<file path="config.mk">
export PLATFORM = sky130hd
export DESIGN_NAME = redundant_info_bank
export DESIGN_NICKNAME = d
export VERILOG_FILES = /design/src/verilog/info_bank_pkg.sv /design/src/verilog/redundant_info_bank.sv /design/src/verilog/report_sync.sv
export SDC_FILE = /design/constraint.sdc
export NUM_CORES = 1
export LEC_CHECK = 0
export BUFFER_PORTS_ARGS = -buffer_cell sky130_fd_sc_hd__buf_2
export CAP_MARGIN = 20
export CORE_ASPECT_RATIO = 1.2
export CORE_UTILIZATION = 41
export CTS_CLUSTER_DIAMETER = 40
export DETAILED_ROUTE_END_ITERATION = 12
export PLACE_DENSITY = 0.64
export SLEW_MARGIN = 20
export SYNTH_ARGS = -nofsm -noshare
export SYNTH_HDL_FRONTEND = slang
export SYNTH_HIERARCHICAL = 1
export SYNTH_SLANG_ARGS = --single-unit
</file>
<file path="constraint.sdc">
create_clock -name clk_i -period 3.4 [get_ports clk_i]
set_clock_uncertainty 0.05 [all_clocks]
set_input_delay 0.17 -clock clk_i [delete_from_list [all_inputs] [get_ports clk_i]]
set_output_delay 0.17 -clock clk_i [all_outputs]
set_load 0.01 [all_outputs]
</file>
<file path="src/verilog/info_bank_pkg.sv">
// Constants for the redundant module information bank.
// Assumes a 32-bit classic Wishbone slave with byte addresses.
package info_bank_pkg;

    // Channel and report widths
    localparam int LOC_W = 16;
    localparam int STATE_W = 3;
    localparam int CHAN_W = 16;
    localparam int BUS_W = 32;
    localparam int ADR_W = 8;

    // Register byte offsets, one aligned word each
    localparam logic [7:0] OFS_ACT_CHASSIS = 8'h04;
    localparam logic [7:0] OFS_ACT_SLOT = 8'h08;
    localparam logic [7:0] OFS_ACT_HEALTH = 8'h0c;
    localparam logic [7:0] OFS_ACT_STATE = 8'h10;
    localparam logic [7:0] OFS_STB_CHASSIS = 8'h14;
    localparam logic [7:0] OFS_STB_SLOT = 8'h18;
    localparam logic [7:0] OFS_STB_HEALTH = 8'h1c;
    localparam logic [7:0] OFS_STB_STATE = 8'h20;
    localparam logic [7:0] OFS_IRQ_STATUS = 8'h24;
    localparam logic [7:0] OFS_IRQ_MASK = 8'h28;

    // Operating state codes
    localparam logic [2:0] ST_UNKNOWN = 3'h0;
    localparam logic [2:0] ST_CONFIG = 3'h1;
    localparam logic [2:0] ST_STANDBY = 3'h2;
    localparam logic [2:0] ST_ACTIVE = 3'h3;
    localparam logic [2:0] ST_MAINTAIN = 3'h4;
    localparam logic [2:0] ST_SHUTDOWN = 3'h5;

    // Health flag values
    localparam logic HEALTH_OK = 1'b1;
    localparam logic HEALTH_FAULT = 1'b0;

    // Event bit positions in status and mask
    localparam int EV_N = 5;
    localparam int EV_CHANGEOVER = 0;
    localparam int EV_ACT_FAULT = 1;
    localparam int EV_STB_FAULT = 2;
    localparam int EV_BAD_STATE = 3;
    localparam int EV_UNSTEADY = 4;

    // Reset values
    localparam logic [LOC_W-1:0] RST_LOC = 16'h0000;
    localparam logic RST_HEALTH = 1'b0;
    localparam logic [EV_N-1:0] RST_STATUS = 5'h00;
    localparam logic [EV_N-1:0] RST_MASK = 5'h00;
    localparam logic [BUS_W-1:0] RST_DAT = 32'h0000_0000;
    localparam logic RST_SEL_B = 1'b0;

    // Bus slave states
    typedef enum logic [1:0] {
        BUS_IDLE = 2'b01,
        BUS_ACK = 2'b10
    } bus_state_t;

endpackage

</file>
<file path="src/verilog/redundant_info_bank.sv">
// Read-only information bank for a redundant monitor module pair.
// Assumes module reports and the active selector arrive on pins,
// and software reads the bank over classic Wishbone.
//
// Function
// - Channel 1 reports the chassis number of the active module.
// - Channel 2 reports the slot number of the active module.
// - On changeover the active and standby locations swap in the same edge.
// - Channel 3 holds the active health flag, 1 normal and 0 fault.
// - Channel 4 encodes the active state as 0 to 5 in the fixed code set.
// - The active state reads 3 in steady operation, other codes only in transit.
// - Codes above 5 are never produced and a reader treats them as invalid.
// - Channel 5 reports the chassis number of the standby module.
// - Channel 6 reports the slot number of the standby module.
// - Channel 7 holds the standby health flag, 1 normal and 0 fault.
// - Channel 8 reports the current state of the standby module.
// - The standby state uses the same codes and reads 2 in steady operation.
//
// Implementation choices: the placing of the registers and the Wishbone slave port.
`timescale 1ns/1ns
module redundant_info_bank #(
    parameter int ADR_W = 8
) (
    input wire logic clk_i,
    input wire logic rst_i,
    input wire logic wb_cyc_i,
    input wire logic wb_stb_i,
    input wire logic wb_we_i,
    input wire logic [ADR_W-1:0] wb_adr_i,
    input wire logic [3:0] wb_sel_i,
    input wire logic [31:0] wb_dat_i,
    output logic [31:0] wb_dat_o,
    output logic wb_ack_o,
    input wire logic [15:0] mod_a_chassis_i,
    input wire logic [15:0] mod_a_slot_i,
    input wire logic mod_a_healthy_i,
    input wire logic [2:0] mod_a_state_i,
    input wire logic [15:0] mod_b_chassis_i,
    input wire logic [15:0] mod_b_slot_i,
    input wire logic mod_b_healthy_i,
    input wire logic [2:0] mod_b_state_i,
    input wire logic b_is_active_i,
    output logic irq_o
);

    localparam int REP_W = 2 * info_bank_pkg::LOC_W + 1 + info_bank_pkg::STATE_W;

    typedef struct packed {
        info_bank_pkg::bus_state_t bus;
        logic ack;
        logic [31:0] dat;
        logic sel_b;
        logic [15:0] act_chassis;
        logic [15:0] act_slot;
        logic act_health;
        logic [2:0] act_state;
        logic [15:0] stb_chassis;
        logic [15:0] stb_slot;
        logic stb_health;
        logic [2:0] stb_state;
        logic unsteady;
        logic [info_bank_pkg::EV_N-1:0] status;
        logic [info_bank_pkg::EV_N-1:0] mask;
        logic irq;
    } bank_t;

    bank_t r_q;
    bank_t r_d;

    logic [REP_W-1:0] rep_a;
    logic [REP_W-1:0] rep_b;
    logic [0:0] sel_sync;

    // Out-of-range codes map to unknown
    function automatic logic [2:0] clean_state(input logic [2:0] s);
        if (s > info_bank_pkg::ST_SHUTDOWN)
        begin
            return info_bank_pkg::ST_UNKNOWN;
        end
        return s;
    endfunction

    function automatic logic bad_state(input logic [2:0] s);
        return s > info_bank_pkg::ST_SHUTDOWN;
    endfunction

    // Only a fall is an event; a recovery raises nothing
    function automatic logic health_fell(input logic q, input logic n);
        return q == info_bank_pkg::HEALTH_OK && n == info_bank_pkg::HEALTH_FAULT;
    endfunction

    // Steady pair is active 3 and standby 2
    function automatic logic off_steady(input logic [2:0] a, input logic [2:0] s);
        return (a != info_bank_pkg::ST_ACTIVE) || (s != info_bank_pkg::ST_STANDBY);
    endfunction

    // Field pick-out of a report word, same layout for both modules
    function automatic logic [15:0] rep_chassis(input logic [REP_W-1:0] r);
        return r[REP_W-1 -: 16];
    endfunction

    function automatic logic [15:0] rep_slot(input logic [REP_W-1:0] r);
        return r[REP_W-17 -: 16];
    endfunction

    function automatic logic rep_health(input logic [REP_W-1:0] r);
        return r[info_bank_pkg::STATE_W];
    endfunction

    function automatic logic [2:0] rep_state(input logic [REP_W-1:0] r);
        return r[info_bank_pkg::STATE_W-1:0];
    endfunction

    // Word read from a bank address, zero for holes
    function automatic logic [31:0] read_word(input bank_t b, input logic [7:0] a);
        logic [31:0] w;
        w = 32'h0000_0000;
        case (a)
            info_bank_pkg::OFS_ACT_CHASSIS: w = {16'h0000, b.act_chassis};
            info_bank_pkg::OFS_ACT_SLOT: w = {16'h0000, b.act_slot};
            info_bank_pkg::OFS_ACT_HEALTH: w = {31'h0000_0000, b.act_health};
            info_bank_pkg::OFS_ACT_STATE: w = {29'h0000_0000, b.act_state};
            info_bank_pkg::OFS_STB_CHASSIS: w = {16'h0000, b.stb_chassis};
            info_bank_pkg::OFS_STB_SLOT: w = {16'h0000, b.stb_slot};
            info_bank_pkg::OFS_STB_HEALTH: w = {31'h0000_0000, b.stb_health};
            info_bank_pkg::OFS_STB_STATE: w = {29'h0000_0000, b.stb_state};
            info_bank_pkg::OFS_IRQ_STATUS: w = {27'h0000_0000, b.status};
            info_bank_pkg::OFS_IRQ_MASK: w = {27'h0000_0000, b.mask};
            default: w = 32'h0000_0000;
        endcase
        return w;
    endfunction

    // Each report is filtered on its own; the selector has its own path
    report_sync #(
        .W(REP_W),
        .RST_VAL('0)
    ) u_sync_a (
        .clk_i(clk_i),
        .rst_i(rst_i),
        .raw_i({mod_a_chassis_i, mod_a_slot_i, mod_a_healthy_i, mod_a_state_i}),
        .stable_o(rep_a)
    );

    report_sync #(
        .W(REP_W),
        .RST_VAL('0)
    ) u_sync_b (
        .clk_i(clk_i),
        .rst_i(rst_i),
        .raw_i({mod_b_chassis_i, mod_b_slot_i, mod_b_healthy_i, mod_b_state_i}),
        .stable_o(rep_b)
    );

    report_sync #(
        .W(1),
        .RST_VAL(info_bank_pkg::RST_SEL_B)
    ) u_sync_sel (
        .clk_i(clk_i),
        .rst_i(rst_i),
        .raw_i(b_is_active_i),
        .stable_o(sel_sync)
    );

    logic [REP_W-1:0] rep_act;
    logic [REP_W-1:0] rep_stb;
    logic [2:0] raw_act_state;
    logic [2:0] raw_stb_state;
    logic [7:0] adr8;
    logic req;
    logic rd_status;
    logic [info_bank_pkg::EV_N-1:0] ev;
    logic unsteady_now;

    always_comb
    begin
        r_d = r_q;
        ev = '0;
        adr8 = 8'(wb_adr_i);
        req = wb_cyc_i && wb_stb_i;
        rd_status = 1'b0;

        // One selector picks both halves, so the pair can never name one module twice
        rep_act = sel_sync[0] ? rep_b : rep_a;
        rep_stb = sel_sync[0] ? rep_a : rep_b;
        raw_act_state = rep_state(rep_act);
        raw_stb_state = rep_state(rep_stb);

        r_d.sel_b = sel_sync[0];
        r_d.act_chassis = rep_chassis(rep_act);
        r_d.act_slot = rep_slot(rep_act);
        r_d.act_health = rep_health(rep_act);
        r_d.act_state = clean_state(raw_act_state);
        r_d.stb_chassis = rep_chassis(rep_stb);
        r_d.stb_slot = rep_slot(rep_stb);
        r_d.stb_health = rep_health(rep_stb);
        r_d.stb_state = clean_state(raw_stb_state);

        // Events
        if (sel_sync[0] != r_q.sel_b)
        begin
            ev[info_bank_pkg::EV_CHANGEOVER] = 1'b1;
        end
        if (health_fell(r_q.act_health, r_d.act_health))
        begin
            ev[info_bank_pkg::EV_ACT_FAULT] = 1'b1;
        end
        if (health_fell(r_q.stb_health, r_d.stb_health))
        begin
            ev[info_bank_pkg::EV_STB_FAULT] = 1'b1;
        end
        if (bad_state(raw_act_state) || bad_state(raw_stb_state))
        begin
            ev[info_bank_pkg::EV_BAD_STATE] = 1'b1;
        end
        // Off-steady codes are legal in transit, so only flag the entry
        unsteady_now = off_steady(r_d.act_state, r_d.stb_state);
        r_d.unsteady = unsteady_now;
        if (unsteady_now && !r_q.unsteady)
        begin
            ev[info_bank_pkg::EV_UNSTEADY] = 1'b1;
        end

        // Bus slave: ack one cycle after the request, dropped the next
        case (r_q.bus)
            info_bank_pkg::BUS_IDLE:
            begin
                r_d.ack = 1'b0;
                if (req)
                begin
                    r_d.bus = info_bank_pkg::BUS_ACK;
                    r_d.ack = 1'b1;
                    if (wb_we_i)
                    begin
                        r_d.dat = info_bank_pkg::RST_DAT;
                        // Only the mask takes writes; channel writes are dropped
                        if (adr8 == info_bank_pkg::OFS_IRQ_MASK && wb_sel_i[0])
                        begin
                            r_d.mask = wb_dat_i[info_bank_pkg::EV_N-1:0];
                        end
                    end
                    else
                    begin
                        r_d.dat = read_word(r_q, adr8);
                        rd_status = (adr8 == info_bank_pkg::OFS_IRQ_STATUS);
                    end
                end
            end
            info_bank_pkg::BUS_ACK:
            begin
                r_d.bus = info_bank_pkg::BUS_IDLE;
                r_d.ack = 1'b0;
            end
            default:
            begin
                r_d.bus = info_bank_pkg::BUS_IDLE;
                r_d.ack = 1'b0;
            end
        endcase

        // Read clears what was returned; a new event in that cycle survives
        r_d.status = (rd_status ? '0 : r_q.status) | ev;
        r_d.irq = |(r_d.status & r_d.mask);
    end

    always_ff @(posedge clk_i)
    begin
        if (rst_i)
        begin
            r_q.bus <= info_bank_pkg::BUS_IDLE;
            r_q.ack <= 1'b0;
            r_q.dat <= info_bank_pkg::RST_DAT;
            r_q.sel_b <= info_bank_pkg::RST_SEL_B;
            r_q.act_chassis <= info_bank_pkg::RST_LOC;
            r_q.act_slot <= info_bank_pkg::RST_LOC;
            r_q.act_health <= info_bank_pkg::RST_HEALTH;
            r_q.act_state <= info_bank_pkg::ST_UNKNOWN;
            r_q.stb_chassis <= info_bank_pkg::RST_LOC;
            r_q.stb_slot <= info_bank_pkg::RST_LOC;
            r_q.stb_health <= info_bank_pkg::RST_HEALTH;
            r_q.stb_state <= info_bank_pkg::ST_UNKNOWN;
            r_q.unsteady <= 1'b1;
            r_q.status <= info_bank_pkg::RST_STATUS;
            r_q.mask <= info_bank_pkg::RST_MASK;
            r_q.irq <= 1'b0;
        end
        else
        begin
            r_q <= r_d;
        end
    end

    assign wb_dat_o = r_q.dat;
    assign wb_ack_o = r_q.ack;
    assign irq_o = r_q.irq;

endmodule

</file>
<file path="src/verilog/report_sync.sv">
// Two-flop synchroniser with a stability filter for one module report.
// Assumes the raw report comes from pins outside the clk_i domain.
`timescale 1ns/1ns
module report_sync #(
    parameter int W = 36,
    parameter logic [W-1:0] RST_VAL = '0
) (
    input wire logic clk_i,
    input wire logic rst_i,
    input wire logic [W-1:0] raw_i,
    output logic [W-1:0] stable_o
);

    typedef struct packed {
        logic [W-1:0] meta;
        logic [W-1:0] sync;
        logic [W-1:0] prev;
        logic [W-1:0] stable;
    } sync_t;

    sync_t s_q;
    sync_t s_d;

    always_comb
    begin
        s_d = s_q;
        s_d.meta = raw_i;
        s_d.sync = s_q.meta;
        s_d.prev = s_q.sync;
        // Word is taken only when two samples agree, so no torn word passes
        if (s_q.sync == s_q.prev)
        begin
            s_d.stable = s_q.prev;
        end
    end

    always_ff @(posedge clk_i)
    begin
        if (rst_i)
        begin
            s_q <= {RST_VAL, RST_VAL, RST_VAL, RST_VAL};
        end
        else
        begin
            s_q <= s_d;
        end
    end

    assign stable_o = s_q.stable;

endmodule
</file>
# Yosys cells after proc, flatten, opt, wreduce, memory -nomap -nowiden
# Index checks and enable logic that the tools add are counted.
dict set report word_totals {
  wordCells 87
  regBits 412
  in_bits 122
}
dict set report op_classes {
  muxes 24
  n_eq_ne 17
  n_bitwise 5
  magnitude_cmp 2
  reduce_logical 11
}
# op n
set op_table {}
lappend op_table {{16-bit one-hot mux with 10 select lines} 1}
lappend op_table {{36-bit equality test} 2}
lappend op_table {{36-bit two-way mux} 2}
lappend op_table {{33-bit two-way mux} 1}
lappend op_table {{8-bit by 5-bit equality test with 1-bit output, second input constant} 4}
lappend op_table {{32-bit two-way mux} 1}
lappend op_table {{5-bit two-way mux} 5}
lappend op_table {{8-bit by 6-bit equality test with 1-bit output, second input constant} 3}
lappend op_table {{8-bit by 4-bit equality test with 1-bit output, second input constant} 2}
lappend op_table {{3-bit two-way mux} 4}
lappend op_table {{1-bit two-way mux} 10}
lappend op_table {{8-bit by 3-bit equality test with 1-bit output, second input constant} 1}
lappend op_table {{3-bit > comparator, second input constant} 2}
lappend op_table {{3-bit by 2-bit != test with 1-bit output, second input constant} 2}
lappend op_table {{5-bit AND} 1}
lappend op_table {{1-bit logical AND} 5}
lappend op_table {{5-bit bitwise OR} 1}
lappend op_table {{5-bit OR reduction} 1}
lappend op_table {{1-bit inverter} 3}
lappend op_table {{2-bit by 1-bit equality test with 1-bit output, second input constant} 1}
lappend op_table {{1-bit logical OR} 2}
lappend op_table {{2-bit AND reduction} 1}
lappend op_table {{2-bit OR reduction} 1}
lappend op_table {{1-bit equality test} 1}
lappend op_table {{2 further kinds} 2}

# Depth between registers and ports, before layout
# Gate-level depths: netlist of run 1.
dict set report logic_depth {
  depth_word 11
  depth_mapped 8
}

# By module
# The synthesis of run 1 kept the hierarchy.
# module seq_area_each_um2 area_per_inst_um2 instances cells_each
set by_module_without_submodules {}
lappend by_module_without_submodules {{report_sync at u_sync_a ...} 2882.8 5191.2 2 468}
lappend by_module_without_submodules {redundant_info_bank 2082.0 4678.2 1 495}
lappend by_module_without_submodules {{report_sync at u_sync_sel} 80.1 112.6 1 10}

# Least setup slack after synthesis of run 1
# No wires, ideal clock.
dict set report synth_path {
  kind {input port to flip-flop}
  start {input port wb_adr_i[7]}
  end {register r_q, in the netlist irq_o}
  path_stages 6
  path_buffers 1
  required_time_ns 3.218
  slack_ns 1.455
  arrival_time_ns 1.764
  setup_ns 0.132
  cell_sequence {clkbuf_1 -> or4b_1 -> or4b_4 -> a21oi_1 -> o22a_1 -> a31oi_1}
}
dict set report synth_between {
  elab_chain_cells 8
  word_cells_on_any_way 14
}
# element line
set synth_lines {}
lappend synth_lines {{start, declared} redundant_info_bank.sv:29} ;# input wire logic [ADR_W-1:0] wb_adr_i,
lappend synth_lines {{8-bit by 6-bit equality test with 1-bit output (on tied branches)} {redundant_info_bank.sv:245, redundant_info_bank.sv:237}}
lappend synth_lines {{1-bit two-way mux / 1-bit logical AND (equally long branches)} {redundant_info_bank.sv:233, redundant_info_bank.sv:237}}
lappend synth_lines {{1-bit two-way mux / 5-bit two-way mux (equally long branches)} {redundant_info_bank.sv:229, redundant_info_bank.sv:237}}
lappend synth_lines {{1-bit two-way mux / 5-bit two-way mux (equally long branches)} {redundant_info_bank.sv:225, redundant_info_bank.sv:233}}
lappend synth_lines {{5-bit two-way mux (on tied branches)} {redundant_info_bank.sv:262, redundant_info_bank.sv:229}}
lappend synth_lines {{5-bit bitwise OR / 5-bit two-way mux (equally long branches)} {redundant_info_bank.sv:262, redundant_info_bank.sv:225}}
lappend synth_lines {{5-bit AND (*)} redundant_info_bank.sv:263} ;# r_d.irq = |(r_d.status & r_d.mask);
lappend synth_lines {{5-bit OR reduction (*)} redundant_info_bank.sv:263}
lappend synth_lines {{end signal, assigned} redundant_info_bank.sv:289} ;# r_q <= r_d;
lappend synth_lines {{end, declared} redundant_info_bank.sv:67} ;# bank_t r_q;
# Every way passes the cells marked *; elsewhere a longest branch is shown, timed or not.
# A chain may end at the register's enable or synchronous reset.

# Final worst setup path of run 1
dict set report layout_path {
  start {register r_q[119] (netlist name)}
  end {register r_q, in the netlist irq_o}
}
dict set report layout_between {
  elab_chain_cells 6
  word_cells_on_any_way 7
}
# element line
set layout_lines {}
lappend layout_lines {{2-bit by 1-bit equality test with 1-bit output (*)} redundant_info_bank.sv:225} ;# case (r_q.bus)
lappend layout_lines {{1-bit two-way mux} redundant_info_bank.sv:225}
lappend layout_lines {{5-bit two-way mux} redundant_info_bank.sv:262} ;# r_d.status = (rd_status ? '0 : r_q.status) | ev;
lappend layout_lines {{5-bit bitwise OR} redundant_info_bank.sv:262}
lappend layout_lines {{5-bit AND (*)} redundant_info_bank.sv:263}
lappend layout_lines {{5-bit OR reduction (*)} redundant_info_bank.sv:263}
# Marked as above.

==> results by group, run 1 <==
Run status
  – Status: completed

Place
  – Final GP Congestion: 0.822
  – IO Port Bufs: 109
  – Hpwl dp: 19300 microns
  – Post-Place Worst Slack: 0.894 ns

STA
  – Slew @ Worst Pin: 1.11 ns
  – Hold Slack: 0.0334 ns
  – Final Hold Viols: 0
  – Fmax: 407 MHz
  – Slew margin rel.: 25.1%
  – RSZ-0062 raised after global routing: no
  – Max Slew Vio Count: 0
  – Setup_tns: 0 ns
  – Setup-failing EPs final: 0
  – Final setup margin: 0.941 ns
  – Fin crit period: 2.46 ns
  – Tcrit/Tclk final: 72.3%

Worst hold path
  – Hold Crit Endpoint: r_q[9]$_SDFF_PP0_
  – Hold Path Class: in -> reg
  – Hold Path Cell Cnt: 4
  – Worst hold start: wb_we_i

Pwr
  – Switching part of the total: 21.6%
  – Worst VDD drop: 0.287 mV
  – Power share of the clock group: 48.1%
  – Combinational share of power: 4.4%
  – P per Cell Area: 572 nW/um^2
  – Lkg Pwr: 0.00699 uW
  – Reg power frac: 47.5%
  – Pint: 7920 uW
  – Psw: 2180 uW

Floorplan
  – Rows: 76
  – Core Area: 36100 sq um
  – Die Ht: 213 microns
  – Initial Util: 42.0%
  – Die area: 37800 sq um
  – Chip width: 178 microns
  – Number of top-level pins: 156

Yosys
  – Synth top area share: 52.2%
  – YS warnings: 6
  – Sequential share of the synthesized area: 52.2%
  – Number of synthesized flops with an enable pin: 0
  – Ys flop type: dfxtp_1
  – Synth area leaders: dfxtp_1, mux2i_1, nor2b_1
  – Post-Synthesis Mean Instance Area: 10.5 sq um
  – Largest area contributor in the netlist: dfxtp_1
  – Syn Std Cell Area: 15200 sq um
  – Synthesis-stage register bit count: 396
  – Asr flop ratio synth: 0%
  – Top cells by count, synth: dfxtp_1, nor2b_1, mux2i_1, nand2b_1, buf_4
  – Library cells used by synthesis: 58
  – Most frequent cell after synthesis: dfxtp_1
  – Synth Instances: 1441

CTS
  – CTS buffer count: 45
  – CTS tree: done
  – Htree depth: 2
  – Clock Path Buffers: 3
  – Skew-Pair Late Insertion Delay: 0.54 ns
  – Root Driver: clkbuf_16
  – Clock slew at reported path FFs: 0.06 ns
  – Clock Sinks: 396
  – Postcts setup bufs: 0

GRT
  – Via count of the first global-routing pass: 9051
  – Antenna violations before repair: 0
  – First-pass GRT wire length: 46100 microns
  – Grt ovf: 0
  – GRT Total Usage: 15.4%
  – Largest net degree at the start of global routing: 164

Critical path
  – Critical Path Start Type: flip-flop
  – Flop-to-flop setup slack: 0.94 ns
  – Cell repeated most along the worst path: nand4b_1
  – RR Endpoint: irq_o$_SDFF_PP0_
  – Crit. End Element: flip-flop
  – CP Data Arrival Time: 2.87 ns
  – CP top delay family: simple AND/OR/NAND/NOR gates
  – CP max stage cell: nand4b_1
  – CP max stage delay: 0.64 ns
  – Worst R2R Path Depth: 6
  – CP bufs+invs: 1
  – CP Max Fanout: 15
  – Worst r2r src: r_q[119]$_SDFFE_PP0N_
  – Setup CP Type: reg -> reg
  – Critical Path RT: 3.81 ns
  – Critical-path cell list: nand4b_1, buf_4, nand4b_1, mux2i_1, o22a_1, a31oi_1

Layout
  – Share of layout cells above drive strength 1: 14.3%
  – Number of fill cells: 3385
  – Synthesis-to-layout area growth: 16.3%
  – # nets final: 1638
  – Ant diodes: 0

Routing
  – Vias per cell: 4.55
  – Vias after detailed routing: 9187
  – Final ANT Viol Nets: 0
  – DRC: 0
  – DR WL/cell: 14.2 microns
  – Routed wire length: 28600 microns
  – Initial DRC count: 420
  – Drt pass-1 iters: 6

Job
  – Max-cap violations: 0
[power groups by stage]
stage / combinational (uW) / clock [uW] / sequential (uW)
after detailed placement: 383 / 0 / 4900
after global routing: 493 / 5180 / 4810
after CTS: 451 / 4990 / 4800
final: 445 / 4860 / 4800
after floorplan: 282 / 0 / 4880
after global placement: 377 / 0 / 4900
[registers in the layout, summed over array words and instances (netlist names)]
name / count
u_sync_sel/stable_o: 1
u_sync_b/stable_o: 36
u_sync_b/s_q: 36
u_sync_sel/s_d: 2
u_sync_sel/s_q: 1
r_q: 86
wb_dat_o: 16
wb_ack_o: 1
u_sync_a/stable_o: 36
irq_o: 1
u_sync_a/s_q: 36
u_sync_a/s_d: 72
u_sync_b/s_d: 72
[routing by layer]
metal	vias to the layer above	GRT usage, %	share of wire (%)	wire, microns
met5	-	0	0	0
met4	0	5.60	2.5	712
met3	44	2.28	3.7	1070
met2	176	26.1	47	13500
met1	4222	19.9	47	13300
li1	4745	-	-	-
[worst max path at each step]
stage / start / endpoint / cells after the start
floorplan: wb_adr_i[7] / irq_o$_SDFF_PP0_ / 6
global placement: r_q[119]$_SDFFE_PP0N_ / irq_o$_SDFF_PP0_ / 6
detailed placement: r_q[119]$_SDFFE_PP0N_ / irq_o$_SDFF_PP0_ / 6
CTS: r_q[119]$_SDFFE_PP0N_ / irq_o$_SDFF_PP0_ / 6
global route: r_q[119]$_SDFFE_PP0N_ / irq_o$_SDFF_PP0_ / 6
finish: r_q[119]$_SDFFE_PP0N_ / irq_o$_SDFF_PP0_ / 6
[area by class of cell]
cell class	count	area (sq um)	share of cell area, %
Clock buffer	54	1230	6.97
Clock inverter	27	307	1.74
Inverter	2	7.51	0.0425
Multi-Input combinational cell	869	6080	34.5
Sequential cell	396	7930	45.0
Tap cell	468	586	3.32
Timing Repair Buffer	202	1500	8.50
[cells in the final DEF (no fill, tap or decap), drive strengths merged, types with 2 or more instances in the layout]
| cell | netlist | routed |
|---|---|---|
| nor2 | 87 | 87 |
| a2111oi | 2 | 2 |
| clkinvlp | 0 | 4 |
| dlygate4sd3 | 0 | 78 |
| nand3 | 5 | 5 |
| or3b | 2 | 2 |
| bufinv | 0 | 4 |
| xnor2 | 56 | 56 |
| a32o | 7 | 7 |
| clkbuf | 63 | 54 |
| a21oi | 24 | 24 |
| nand4 | 16 | 16 |
| nand3b | 10 | 10 |
| nor2b | 223 | 223 |
| o31ai | 3 | 3 |
| o21ai | 8 | 8 |
| nor3 | 2 | 2 |
| mux2 | 4 | 4 |
| nor4 | 8 | 8 |
| nand4b | 2 | 2 |
| xor2 | 17 | 17 |
| clkinv | 0 | 11 |
| o22a | 2 | 2 |
| nand2 | 25 | 25 |
| a222oi | 7 | 7 |
| conb | 1 | 16 |
| dfxtp | 396 | 396 |
| inv | 2 | 10 |
| nand2b | 141 | 141 |
| or4b | 4 | 4 |
| a22oi | 12 | 12 |
| mux2i | 144 | 144 |
| buf | 126 | 124 |
| a31oi | 2 | 2 |
| a22o | 9 | 9 |
| or2b | 12 | 12 |
| and2 | 2 | 2 |
| nor4b | 4 | 4 |
[cell families after synthesis]
logic type	Yosys count	share of synthesized area [%]
flip-flops	396	52.2
AO/OA/AOI/OAI	85	4.16
XOR/XNOR	73	4.21
AND/OR/NAND/NOR	547	21.4
buffers and inverters	191	8.15
multiplexers	148	9.80
other	1	0.0247
[stage by stage]
step / cells / util [%] / instance area (sq um) / total power [uW]
2_1_floorplan: 1456 / - / 15200 / 5170
3_3_place_gp: 1859 / 42.4 / 15300 / 5280
3_5_place_dp: 1859 / 42.4 / 15300 / 5280
4_1_cts: 2018 / 48.8 / 17600 / 10200
5_1_grt: 2018 / 48.8 / 17600 / 10500
6_report: 2018 / 48.8 / 17600 / 10100
[worst reg2reg max path, cell delays in order (launching register included)]
cell and delay (ns):
dfxtp_1 0.30, nand4b_1 0.65, buf_4 0.42, nand4b_1 0.37
mux2i_1 0.23, o22a_1 0.23, a31oi_1 0.15
[what timing repair did]
item / 4_1_cts / 5_1_grt
hold buffers: 78 / 0
gates resized for setup: 0 / 0
endpoints found under the hold margin: 78 / 0
Power figures use the tool's default switching activity.
==> run 2, diff against run 1 <==
- PLACE_DENSITY: 0.64 -> 0.66
- clock period: 3.4 -> 2.1 ns (I/O delays scaled with it)
==> results by group, run 2 (same netlist as run 1, synthesis figures left out) <==
Run status
  – Status: completed

Pwr
  – P per Cell Area: 884 nW/um^2 (+54%)
  – Worst VDD drop: 0.464 mV (+62%)
  – Lkg Pwr: 0.00703 uW (+0.49%)

CTS
  – Clock slew at reported path FFs: 0.06 ns (about the same)
  – CTS buffer count: 43 (-4.4%)
  – CTS tree: done
  – Clock Sinks: 396 (unchanged)
  – Skew-Pair Late Insertion Delay: 0.54 ns (about the same)
  – Root Driver: clkbuf_16
  – Htree depth: 2 (unchanged)
  – Clock Path Buffers: 3 (unchanged)

Layout
  – Post-route insts no fill: 2036 (+0.89%)
  – Number of fill cells: 3383 (-0.059%)
  – Share of layout cells above drive strength 1: 14.8% (+0.47 points)
  – Most common cell after layout, fill and taps aside: dfxtp_1
  – Ant diodes: 0 (unchanged)
  – Commonest cells after routing, fill and taps aside: dfxtp_1, nor2b_1, mux2i_1, nand2b_1, buf_2
  – Synthesis-to-layout area growth: 16.6%
  – Max reg flops: 86 (unchanged)
  – # nets final: 1656 (+1.1%)
  – Biggest register: r_q

Floorplan
  – Number of top-level pins: 156 (unchanged)
  – Die Ht: 213 microns (unchanged)
  – Rows: 76 (unchanged)
  – Chip width: 178 microns (unchanged)
  – Die area: 37800 sq um (unchanged)
  – Core Area: 36100 sq um (unchanged)
  – Initial Util: 42.0% (unchanged)

Place
  – Final GP Congestion: 0.847 (+3.1%)
  – Placed Cells: 1877 (+0.97%)
  – Hpwl dp: 19900 microns (+2.9%)
  – IO Port Bufs: 109 (unchanged)

Critical path
  – RR Endpoint: u_sync_a/stable_o[16]$_SDFFE_PP0N_
  – CP Data Arrival Time: 2.28 ns (-0.59 ns)
  – Critical path endpoint: u_sync_a/stable_o[16]$_SDFFE_PP0N_
  – Crit path from: u_sync_a/s_q[36]$_SDFF_PP0_
  – CP Max Fanout: 36 (+21)
  – Setup CP Type: reg -> reg
  – Flop-to-flop setup slack: 0.19 ns (-0.76 ns)
  – Critical Path RT: 2.46 ns (-1.35 ns)
  – Worst R2R Path Depth: 6 (unchanged)
  – Critical Path Start Type: flip-flop
  – Crit. End Element: flip-flop
  – Worst r2r src: u_sync_a/s_q[36]$_SDFF_PP0_

STA
  – Tcrit/Tclk final: 91.1% (+19 points)
  – Max Slew Vio Count: 0 (unchanged)
  – Hold Slack: 0.0656 ns (+0.0323 ns)
  – Slew @ Worst Pin: 0.468 ns (-0.640 ns)
  – Fin crit period: 1.91 ns (-0.545 ns)
  – RSZ-0062 raised after global routing: no
  – Fmax: 523 MHz (+28%)
  – Setup_tns: 0 ns (unchanged)
  – Final Hold Viols: 0 (unchanged)
  – Slew margin rel.: 68.0% (+43 points)
  – Setup-failing EPs final: 0 (unchanged)

Job
  – Max-cap violations: 0 (unchanged)

GRT
  – Grt ovf: 0 (unchanged)
  – Antenna violations before repair: 0 (unchanged)
  – First-pass GRT wire length: 46100 microns (-0.11%)
  – Via count of the first global-routing pass: 8904 (-1.6%)
  – Largest net degree at the start of global routing: 91 (-45%)
  – GRT Total Usage: 15.5% (+0.027 points)

Routing
  – DR WL/cell: 14.2 microns (about the same)
  – Routed wire length: 28900 microns (+0.90%)
  – Vias after detailed routing: 9281 (+1.0%)
  – DRC: 0 (unchanged)
  – Vias per cell: 4.56 (+0.13%)
  – Drt pass-1 iters: 5 (-1)
  – Initial DRC count: 409 (-2.6%)
  – Final ANT Viol Nets: 0 (unchanged)

Worst hold path
  – Hold Path Class: in -> reg
## run 2: cell types whose count changed in the layout (fill, tap and decap cells not counted), sizes merged, moves of 2 or more
cell | before | now
dlygate4sd3 | 78 | 80
buf | 124 | 142
bufinv | 4 | 0
clkinv | 11 | 13
inv | 10 | 6
clkbuf | 54 | 57
## run 2: critical path, cell delays in order, from the launching register on
cell and delay [ns]:
dfxtp_1 0.32, xnor2_1 0.20, nand4_1 0.12, nor4_1 0.45
nand4_1 0.23, buf_12 0.26, mux2i_1 0.14
## run 2: per-stage QoR
step	power, uW	worst slack (ns)	utilization [%]	instance area (sq um)
after global placement	8560	0.115	43.0	15500
after detailed placement	8570	0.0929	43.0	15500
after CTS	15800	0.161	49.0	17700
final	15600	0.186	49.0	17700
after floorplan	8360	0.220	-	15200
after global routing	16300	0.0281	49.0	17700
## run 2: what timing repair did
item / CTS / global route
hold buffers: 80 / 0
gates resized for setup: 0 / 0
hold endpoints to repair: 97 / 0
setup buffers: 0 / 0
endpoints found under the setup margin: 0 / 0
## run 2: worst min path at each step
stage,to,depth (start not counted),startpoint
after floorplan,u_sync_sel/stable_o$_SDFFE_PP0N_,1,rst_i
after global placement,u_sync_b/s_d[107]$_SDFF_PP0_,2,mod_b_chassis_i[15]
after detailed placement,u_sync_b/s_d[94]$_SDFF_PP0_,2,mod_b_chassis_i[2]
after CTS,r_q[9]$_SDFF_PP0_,5,wb_adr_i[4]
after global routing,r_q[9]$_SDFF_PP0_,5,wb_adr_i[4]
final,r_q[9]$_SDFF_PP0_,5,wb_adr_i[4]
## run 2: layout make-up
cell class	count	area, sq um	area share (%)
tap	468	586	3.31
inverter	2	7.51	0.0424
sequential	396	7930	44.8
clock inverter	22	159	0.898
multi-input combinational	869	6080	34.4
clock buffer	57	1210	6.84
timing repair buffer	222	1720	9.70
## run 2: power by group
group	leakage (uW)	internal, uW	total [uW]	switching [uW]
registers	0.00323	7680	7770	82.4
clock network	0.000665	4120	7140	3020
logic	0.00313	421	739	319
## run 2: per-layer routing
layer / routed length (microns) / global-route usage (%) / up-vias
li1: - / - / 4770
met3: 1350 / 2.90 / 49
met2: 13500 / 25.3 / 219
met4: 806 / 5.75 / 0
met1: 13200 / 20.2 / 4243
met5: 0 / 0 / -
